### src/logic/mne_defines.svh
// Constants for the noise estimator: rates, widths, fixed-point formats.
// Assumes inclusion by bare name from the logic folder.
`ifndef MNE_DEFINES_SVH
`define MNE_DEFINES_SVH
`define MNE_CLK_HZ 100000000
`define MNE_RATE_HZ 512
`define MNE_DATA_W 16
`define MNE_FRAC_W 16
`define MNE_TC_W 3
`define MNE_SHIFT_MIN 6
`define MNE_SHIFT_W 4
`define MNE_SCALE_W 16
`define MNE_SCALE_FRAC 12
`define MNE_FIFO_DEPTH 16
`define MNE_NCHAN 3
`define MNE_CH_X 0
`define MNE_CH_Y 1
`define MNE_CH_R 2
`endif

### src/logic/mne_pkg.sv
// Types shared by the noise estimator files.
// Assumes mne_defines.svh is compiled alongside.
package mne_pkg;
    // Publish stage: nothing waiting, or one result held for the FIFO
    typedef enum logic [0:0] {
        MNE_PUB_IDLE = 1'b0,
        MNE_PUB_HOLD = 1'b1
    } mne_pub_t;
endpackage

### src/logic/mne_noise_estimator.sv
// Noise estimator for X, Y and R demodulator outputs, plus its output FIFO.
// Assumes inputs synchronous to clock; consumer drains via valid/ready.
`timescale 1ns/100ps
`include "mne_defines.svh"

// Output buffer; registered head word so outputs come from flops
module mne_fifo #(
    parameter int W = 48,
    parameter int DEPTH = `MNE_FIFO_DEPTH
) (
    input wire logic clock,
    input wire logic nrst,
    input wire logic in_valid,
    output logic in_ready,
    input wire logic [W-1:0] in_data,
    output logic out_valid,
    input wire logic out_ready,
    output logic [W-1:0] out_data
);
    // Pointer width; depth is a power of two so pointers wrap freely
    localparam int AW = $clog2(DEPTH);
    logic [W-1:0] mem [DEPTH]; // Storage, no reset needed
    logic [AW-1:0] wr_q, wr_d, rd_q, rd_d;
    logic [AW:0] cnt_q, cnt_d;
    logic ov_q, ov_d;
    logic [W-1:0] od_q, od_d;
    logic push, load;

    // Full is honest: head register is not counted as a slot
    assign in_ready = (cnt_q != DEPTH[AW:0]);
    assign out_valid = ov_q;
    assign out_data = od_q;

    // Pointer, count and head-register next values
    always_comb begin
        push = in_valid && in_ready;
        load = (!ov_q || out_ready) && (cnt_q != '0);
        wr_d = push ? wr_q + 1'b1 : wr_q;
        rd_d = load ? rd_q + 1'b1 : rd_q;
        cnt_d = cnt_q + {{AW{1'b0}}, push} - {{AW{1'b0}}, load};
        if (load) begin
            ov_d = 1'b1;
            od_d = mem[rd_q];
        end else begin
            ov_d = out_ready ? 1'b0 : ov_q;
            od_d = od_q;
        end
    end

    // Register stage
    always_ff @(posedge clock) begin
        if (!nrst) begin
            wr_q <= '0;
            rd_q <= '0;
            cnt_q <= '0;
            ov_q <= 1'b0;
            od_q <= '0;
        end else begin
            wr_q <= wr_d;
            rd_q <= rd_d;
            cnt_q <= cnt_d;
            ov_q <= ov_d;
            od_q <= od_d;
        end
    end

    // Array write; same cycle as pointer advance
    always_ff @(posedge clock) begin
        if (push) begin
            mem[wr_q] <= in_data;
        end
    end

    // Count can never pass the depth; a slip here would drop words silently
    cnt_bound_a: assert property (@(posedge clock) disable iff (!nrst)
        cnt_q <= DEPTH[AW:0])
        else $error("buffer count above depth");
    // Head word must stand until the consumer takes it
    head_keep_a: assert property (@(posedge clock) disable iff (!nrst)
        ov_q && !out_ready |=> ov_q && $stable(od_q))
        else $error("head word changed before taken");
endmodule // mne_fifo

// Behaviour
// - Separate X, Y, R estimates at 512 Hz.
// - Running mean kept per quantity.
// - Deviation is sample minus current mean.
// - Average absolute deviations gives raw noise.
// - Both averages refreshed every sample.
// - Averaging length 10 to 80 time constants.
// - Fixed Gaussian factor converts MAD to RMS.
// - Divide out ENBW, report per root hertz.
// - Estimation runs whether or not consumed.
// - Sensitivity change never clears estimator state.
module mne_noise_estimator import mne_pkg::*; #(
    parameter int W = `MNE_DATA_W,
    parameter int TICK_CYCLES = `MNE_CLK_HZ / `MNE_RATE_HZ,
    parameter int DEPTH = `MNE_FIFO_DEPTH,
    // Gaussian factor times root(1/ENBW) per time-constant code, Q4.12
    parameter logic [`MNE_SCALE_W-1:0] SCALE_TAB [8] = '{
        16'h1406, 16'h1c5a, 16'h280d, 16'h38b5,
        16'h501a, 16'h716a, 16'ha035, 16'he2d4}
) (
    input wire logic clock,
    input wire logic nrst,
    input wire logic signed [W-1:0] inphase_in,
    input wire logic signed [W-1:0] quadrature_in,
    input wire logic signed [W-1:0] magnitude_in,
    input wire logic [`MNE_TC_W-1:0] tc_sel,
    output logic est_valid,
    input wire logic est_ready,
    output logic [W-1:0] inphase_noise_estimate,
    output logic [W-1:0] quadrature_noise_estimate,
    output logic [W-1:0] magnitude_noise_estimate
);
    localparam int FR = `MNE_FRAC_W;
    localparam int AW = W + FR + 2; // Headroom for difference sign
    localparam int CW = $clog2(TICK_CYCLES);
    // Product of the 17-bit MAD integer part and the 16-bit scale
    localparam int PW = W + 1 + `MNE_SCALE_W;
    localparam int NC = `MNE_NCHAN;

    // Sample-rate tick
    logic [CW-1:0] cnt_q, cnt_d;
    logic tick_q, tick_d, upd_q, upd_d;
    logic [`MNE_TC_W-1:0] tc_q, tc_d; // Time-constant code in force
    logic [`MNE_SHIFT_W-1:0] sh;
    logic signed [W-1:0] smp [NC];
    logic [W-1:0] est [NC];
    logic signed [AW-1:0] mean_q [NC];
    logic signed [AW-1:0] mad_q [NC];
    logic signed [AW-1:0] dev [NC];
    logic signed [AW-1:0] absd [NC];
    // Publish stage
    mne_pub_t pub_q, pub_d;
    // Packed as {R, Y, X} so one FIFO word pairs one sample
    logic [NC*W-1:0] pend_q, pend_d, est_word;
    logic fifo_rdy;

    // Gather the three inputs so one generate loop serves them all
    assign smp[`MNE_CH_X] = inphase_in;
    assign smp[`MNE_CH_Y] = quadrature_in;
    assign smp[`MNE_CH_R] = magnitude_in;
    // Length 2^sh samples; codes step the TC so length stays in range
    assign sh = `MNE_SHIFT_W'(`MNE_SHIFT_MIN) + `MNE_SHIFT_W'(tc_q);

    // Saturate scaled MAD to output width
    // Output is unsigned; a MAD beyond full scale pins at all ones
    function automatic logic [W-1:0] mne_sat(input logic [PW-1:0] p);
        logic [PW-1:0] s;
        s = p >> `MNE_SCALE_FRAC;
        mne_sat = (s > PW'({W{1'b1}})) ? {W{1'b1}} : s[W-1:0];
    endfunction

    // Tick, delayed update strobe and time-constant latch
    always_comb begin
        tick_d = (cnt_q == CW'(TICK_CYCLES - 2));
        cnt_d = (cnt_q == CW'(TICK_CYCLES - 1)) ? '0 : cnt_q + 1'b1;
        upd_d = tick_q;
        // New TC sampled only at a sample boundary; state kept as is
        tc_d = tick_q ? tc_sel : tc_q;
    end

    // Tick registers; reset restarts the count, first tick T-1 edges on
    always_ff @(posedge clock) begin
        if (!nrst) begin
            cnt_q <= '0;
            tick_q <= 1'b0;
            upd_q <= 1'b0;
            tc_q <= '0;
        end else begin
            cnt_q <= cnt_d;
            tick_q <= tick_d;
            upd_q <= upd_d;
            tc_q <= tc_d;
        end
    end

    // Filters step on the tick edge; publish follows one edge later
    upd_follow_a: assert property (@(posedge clock) disable iff (!nrst)
        tick_q |=> upd_q && !tick_q)
        else $error("update strobe missing after tick");
    tick_phase_a: assert property (@(posedge clock) disable iff (!nrst)
        tick_q |-> cnt_q == CW'(TICK_CYCLES - 1))
        else $error("tick off its counter phase");

    // One filter pair per quantity
    // Each quantity owns its mean and MAD; only the tick, length and scale are shared
    for (genvar g = 0; g < NC; g++) begin : g_ch
        logic signed [AW-1:0] xe, mean_d, mad_d;
        logic [PW-1:0] prod;

        assign xe = {{2{smp[g][W-1]}}, smp[g], {FR{1'b0}}};
        assign dev[g] = xe - mean_q[g];
        assign absd[g] = dev[g][AW-1] ? -dev[g] : dev[g];
        // Scale carries Gaussian factor and ENBW root together
        assign prod = PW'(mad_q[g][W+FR:FR]) * PW'(SCALE_TAB[tc_q]);
        assign est[g] = mne_sat(prod);

        // Exponential averages; no sensitivity input can disturb them
        always_comb begin
            mean_d = mean_q[g];
            mad_d = mad_q[g];
            if (tick_q) begin
                mean_d = mean_q[g] + (dev[g] >>> sh);
                mad_d = mad_q[g] + ((absd[g] - mad_q[g]) >>> sh);
            end
        end

        // Only reset clears state, never a range change
        always_ff @(posedge clock) begin
            if (!nrst) begin
                mean_q[g] <= '0;
                mad_q[g] <= '0;
            end else begin
                mean_q[g] <= mean_d;
                mad_q[g] <= mad_d;
            end
        end

        assign est_word[g*W +: W] = est[g];

        mean_hold_a: assert property (@(posedge clock) disable iff (!nrst)
            !tick_q |=> $stable(mean_q[g]) && $stable(mad_q[g]))
            else $error("average moved between samples");
        mean_up_a: assert property (@(posedge clock) disable iff (!nrst)
            tick_q && dev[g] > 0 |=> mean_q[g] >= $past(mean_q[g]))
            else $error("mean moved away from sample");
        mad_down_a: assert property (@(posedge clock) disable iff (!nrst)
            tick_q && absd[g] <= mad_q[g] |=> mad_q[g] <= $past(mad_q[g]))
            else $error("mad rose on small deviation");
        zero_out_a: assert property (@(posedge clock) disable iff (!nrst)
            mad_q[g] == '0 |-> est[g] == '0)
            else $error("nonzero estimate from zero mad");
    end

    // Publish: newest result overwrites one not yet taken
    // Overwrite trades a lost word for estimation that never stalls
    always_comb begin
        pub_d = pub_q;
        pend_d = pend_q;
        if (upd_q) begin
            pend_d = est_word;
            pub_d = MNE_PUB_HOLD;
        end else begin
            unique case (pub_q)
                MNE_PUB_IDLE: pub_d = MNE_PUB_IDLE;
                MNE_PUB_HOLD: pub_d = fifo_rdy ? MNE_PUB_IDLE : MNE_PUB_HOLD;
            endcase
        end
    end

    // Publish registers
    always_ff @(posedge clock) begin
        if (!nrst) begin
            pub_q <= MNE_PUB_IDLE;
            pend_q <= '0;
        end else begin
            pub_q <= pub_d;
            pend_q <= pend_d;
        end
    end

    // Back-pressure stalls only the publish stage
    // Latency from sampling edge to a valid head is at least three edges
    mne_fifo #(.W(NC*W), .DEPTH(DEPTH)) u_fifo (
        .clock(clock),
        .nrst(nrst),
        .in_valid(pub_q == MNE_PUB_HOLD),
        .in_ready(fifo_rdy),
        .in_data(pend_q),
        .out_valid(est_valid),
        .out_ready(est_ready),
        .out_data({magnitude_noise_estimate, quadrature_noise_estimate,
            inphase_noise_estimate})
    );

    // Checks on the tick, the length floor, publishing and the TC latch
    tick_gap_a: assert property (@(posedge clock) disable iff (!nrst)
        tick_q |=> !tick_q [*8])
        else $error("sample ticks too close");
    len_range_a: assert property (@(posedge clock) disable iff (!nrst)
        sh >= `MNE_SHIFT_W'(`MNE_SHIFT_MIN))
        else $error("averaging length below floor");
    pend_set_a: assert property (@(posedge clock) disable iff (!nrst)
        tick_q |-> ##2 pub_q == MNE_PUB_HOLD)
        else $error("result not published");
    tc_hold_a: assert property (@(posedge clock) disable iff (!nrst)
        !tick_q |=> $stable(tc_q))
        else $error("tc changed off boundary");

    // Main scenarios: range switch, back-pressure, overwrite, top code
    tc_change_c: cover property (@(posedge clock) disable iff (!nrst)
        tick_q && tc_sel != tc_q);
    fifo_full_c: cover property (@(posedge clock) disable iff (!nrst)
        !fifo_rdy);
    overwrite_c: cover property (@(posedge clock) disable iff (!nrst)
        upd_q && pub_q == MNE_PUB_HOLD);
    stall_c: cover property (@(posedge clock) disable iff (!nrst)
        est_valid && !est_ready);
    tc_top_c: cover property (@(posedge clock) disable iff (!nrst)
        tick_q && tc_q == '1);
endmodule // mne_noise_estimator

### config.mk
export PLATFORM = sky130hd
export DESIGN_NAME = mne_noise_estimator
export DESIGN_NICKNAME = d
export VERILOG_FILES = /design/src/logic/mne_pkg.sv /design/src/logic/mne_noise_estimator.sv
export VERILOG_INCLUDE_DIRS = /design/src /design/src/logic
export SDC_FILE = /design/constraint.sdc
export NUM_CORES = 2
export LEC_CHECK = 0
export ABC_AREA = 1
export ABC_CLOCK_PERIOD_IN_PS = 11100
export BUFFER_PORTS_ARGS = -buffer_cell sky130_fd_sc_hd__clkbuf_2
export CAP_MARGIN = 20
export CORE_MARGIN = 5
export CORE_UTILIZATION = 50
export CTS_CLUSTER_DIAMETER = 80
export DETAILED_ROUTE_END_ITERATION = 16
export PLACE_DENSITY = 0.62
export RECOVER_POWER = 50
export SYNTH_ARGS = -nofsm -noshare
export SYNTH_HDL_FRONTEND = slang
export SYNTH_SLANG_ARGS = --single-unit
### constraint.sdc
create_clock -name clock -period 11.1 [get_ports clock]
set_clock_uncertainty 0.05 [all_clocks]
set_input_delay 0 -clock clock [delete_from_list [all_inputs] [get_ports clock]]
set_output_delay 0 -clock clock [all_outputs]
set_load 0.02 [all_outputs]
==> results by group <==
Clock tree
  • Post-CTS setup repair buffer count: 0
  • Number of clock buffers inserted by TritonCTS: between 100 and 150
  • Root buffer cell: sky130_fd_sc_hd__clkbuf_16
  • Register clock-pin slew on the reported worst setup and hold paths: 60 ps
  • Buffer depth of the longest clock path: 3
  • Number of buffers inserted by hold repair at cts: 5
  • TritonCTS clock tree: built
  • Clock insertion delay at the later pin of the skew report: slightly above 800 ps
  • Count of clock tree sinks: around 1,100
  • # H-tree levels: 4
  • Post-cts gate resize count: 0

Logic synthesis
  • Top cell type's share of synthesized area: 0.228
  • Part of the Yosys area used for sequential elements: 0.295
  • Total nets after synthesis: 14,700
  • Prevailing post-synth register cell: sky130_fd_sc_hd__edfxtp_1
  • Post-synthesis cell area: just over 100,000 µm²
  • Mean cell area of the mapped netlist: 7.57 µm²
  • Largest area contributor in the netlist: sky130_fd_sc_hd__edfxtp_1
  • Number of library cell types mapped by synthesis: 65
  • Largest cells by area after synthesis: sky130_fd_sc_hd__edfxtp_1 23%, sky130_fd_sc_hd__fa_1 12%, sky130_fd_sc_hd__nand2_1 9.7%
  • Mapped Cells: approximately 13,000
  • Warnings, synthesis: 0
  • Async set or reset register ratio after synthesis: 0
  • Flip-flop and latch count after synthesis: about 1,100
  • EDFF count, synth: ~770

Global route
  • Global-route wire length before repair: approximately 510 mm
  • Via count of the first global-routing pass: around 89,000
  • Total GRT Usage: 0.309
  • Initial antenna violation count: 4
  • Leftover overflow at the end of global routing: 0
  • Pin count of the biggest net entering global routing: approximately 150

Placed design
  • Count of input and output buffers: approximately 100
  • Detailed-placement wirelength estimate: 244 mm
  • Placer's final routability congestion estimate: between 0.9 and 1

Worst setup path
  • Type of element launching the critical path: flip-flop
  • Cells along the critical path: ha_2, nand2_1, inv_1, buf_4, nand2_1, fa_1, fa_1, fa_1, fa_1, inv_1, fa_1, fa_1, ha_1, nand2_1, inv_1, nand2_1, nor3_1, nand2_1, o21ai_0, a21oi_1, xor2_1, nand4_2, nor2_1, nor2_1
  • Worst EP required: between 10,000 and 15,000 ps
  • Data arrival at the endpoint of the critical path: 9950 ps
  • CP max-delay cell: sky130_fd_sc_hd__dfxtp_4
  • Largest fanout of any net on the critical path: between 60 and 70
  • Dominant cell type by count on the critical path: sky130_fd_sc_hd__fa_1
  • Crit Path Class: reg2reg
  • Largest stage delay on the critical path: 850 ps
  • Endpoint class of the critical path: flip-flop

Drt
  • Iteration count of the initial detailed-routing pass: 9
  • Via total after detailed routing: 90,500
  • Routed Antenna Nets: 0
  • Detail-routed via count per cell: between 5 and 6
  • Routed length per instance: around 21 µm
  • Total wire length after detailed routing: roughly 330 mm
  • Total DRC errors in the routed layout: 0
  • Number of violations reported at the end of detailed-routing iteration 0: around 8,100

Power and ir drop
  • Final Power: around 13 mW
  • Standby leakage power: just under 50 nW
  • Worst ir drop on vdd: 0.000191 V
  • Power density over cell area: between 100 and 150 nW/µm²

Timing
  • Total negative slack for setup checks: 0 ps
  • Finish-stage setup viols: 0
  • Unrepaired setup endpoints after global routing: no
  • F_max: between 0.1 and 0.15 GHz
  • Number of failing hold endpoints at the final stage: 0
  • Post-layout minimum cycle time: around 9300 ps
  • Final number of max-transition violations: roughly 370
  • Crit share post-route: 0.839
  • Slew HR: -3.32
  • Measured slew at the worst slew-check pin: 6480 ps

Final layout
  • Area of the multi-input gates: 61,400 µm²
  • Area of all sequential standard cells: approximately 30,000 µm²
  • Layout cells sized above 1: 0.0400
  • Synth-to-Final Area Change: 6.96%
  • Fill count: just under 20,000
  • Final Net Count: about 15,000

Die
  • Die outline area: approximately 210,000 µm²
  • Area of the placeable core: 202,000 µm²
  • Die X-Extent: between 400 and 500 µm
  • Initial core utilization: 0.501
  • IO Count: 103
  • Die outline height: 460 µm
  • Row cnt: around 170

Min path
  • Worst hold path class: in2reg

Outcome
  • Failing checks: capacitance limit, slew limit
  • Result of the run: finished with violations

Job
  • Max-cap viol count: 7
layer usage:
metal | vias up | global-route usage | share of wire
met3 | 645 | 0.0472 | 0.076
li1 | 43100 | - | -
met4 | 2 | 0.116 | 0.042
met5 | - | 0 | 0.000039
met2 | 3500 | 0.507 | 0.46
met1 | 43200 | 0.415 | 0.43
registers in the layout, summed over array words and instances (netlist names), 3 cells and up:
signal           cells
u_fifo.mem         768
mad_q              102
mean_q             102
pend_q              48
u_fifo.out_data     48
cnt_q               18
u_fifo.cnt_q         5
u_fifo.rd_q          4
u_fifo.wr_q          4
tc_q                 3
cell families after synthesis:
kind of cell,share of synthesized area
mux,0.00653
compound gates,0.145
flops,0.295
fa+ha+maj,0.209
xor+xnor,0.0332
simple gates,0.213
buf+inv,0.0992
layout make-up:
type | count | share of cell area
Timing Repair Buffer | 202 | 0.0113
Tap cell | 2672 | 0.0309
Sequential cell | 1106 | 0.276
Clock inverter | 53 | 0.00713
Clock buffer | 193 | 0.0342
Inverter | 2101 | 0.0732
Multi-Input combinational cell | 9610 | 0.567
Antenna cell | 1 | 0.0000231
path summary, 6_finish.rpt:
| check | from | slack (ps) | cells past startpoint | endpoint |
|---|---|---|---|---|
| hold / removal | tc_sel[1] | 110 | 4 | tc_q[1]$_SDFFE_PN0P_ |
| setup reg to reg | tc_q[0]$_SDFFE_PN0P_ | 1780 | 24 | pend_q[2]$_SDFFE_PN0P_ |
| setup / recovery | tc_q[0]$_SDFFE_PN0P_ | 1780 | 24 | pend_q[2]$_SDFFE_PN0P_ |
| hold reg to reg | cnt_q[0]$_SDFF_PP0_ | 420 | 1 | cnt_q[0]$_SDFF_PP0_ |
cells in the mapped netlist (23+ instances only):
cell	n
sky130_fd_sc_hd__a21boi_0	26
sky130_fd_sc_hd__a21o_1	54
sky130_fd_sc_hd__a21oi_1	709
sky130_fd_sc_hd__a31oi_1	88
sky130_fd_sc_hd__buf_1	74
sky130_fd_sc_hd__clkbuf_1	471
sky130_fd_sc_hd__dfxtp_1	338
sky130_fd_sc_hd__edfxtp_1	768
sky130_fd_sc_hd__fa_1	631
sky130_fd_sc_hd__ha_1	681
sky130_fd_sc_hd__inv_1	2065
sky130_fd_sc_hd__inv_2	23
sky130_fd_sc_hd__mux2i_1	66
sky130_fd_sc_hd__nand2_1	2628
sky130_fd_sc_hd__nand2_2	29
sky130_fd_sc_hd__nand3_1	542
sky130_fd_sc_hd__nand3b_1	28
sky130_fd_sc_hd__nand4_1	74
sky130_fd_sc_hd__nor2_1	1760
sky130_fd_sc_hd__nor2_2	27
sky130_fd_sc_hd__nor3_1	65
sky130_fd_sc_hd__nor4_1	24
sky130_fd_sc_hd__o211ai_1	76
sky130_fd_sc_hd__o21a_1	34
sky130_fd_sc_hd__o21ai_0	1172
sky130_fd_sc_hd__o21ai_1	38
sky130_fd_sc_hd__o21bai_1	42
sky130_fd_sc_hd__o22ai_1	41
sky130_fd_sc_hd__o32ai_1	207
sky130_fd_sc_hd__or2_2	32
sky130_fd_sc_hd__xnor2_1	129
sky130_fd_sc_hd__xor2_1	251
critical path: cells and delay by family (launching register included):
kind | cells | cell delay, ps
xor+xnor | 1 | 220
fa+ha+maj | 8 | 4120
buf+inv | 4 | 1250
simple gates | 9 | 1860
compound gates | 2 | 850
flops | 1 | 850
metrics by stage:
stage	hold WS [ps]	util	instance area [µm²]	instances	setup WS, ps
finish	114	0.536	108000	15900	1780
detailed placement	364	0.515	104000	15700	1980
CTS	48.7	0.537	108000	15900	1950
global placement	384	0.515	104000	15700	2160
floorplan	136	-	101000	13400	3210
global route	123	0.536	108000	15900	1290
power by group:
group / switching, mW / leakage (nW) / internal (mW)
clock: 1.91 / 2.14 / 2.50
combinational: 2.57 / 38.3 / 1.12
sequential: 0.145 / 9.04 / 4.45
total: 4.62 / 49.5 / 8.08
placed cells by master (no fill, tap or decap), drive strengths merged, types with 25 or more instances in the layout:
cell / instances
nand2: 2660
a21boi: 39
edfxtp: 768
o21a: 34
fa: 631
a31oi: 88
nand4: 76
or2: 40
ha: 681
nand3b: 29
a21oi: 710
o32ai: 207
inv: 2100
o211ai: 76
nand3: 560
xor2: 253
clkbuf: 299
o21bai: 42
nor2: 1801
nor4: 25
o22ai: 41
dfxtp: 338
clkinv: 44
buf: 91
xnor2: 129
nor3: 69
mux2i: 66
o21ai: 1217
a21o: 54
Note: power is estimated with default switching activity, not from simulation.
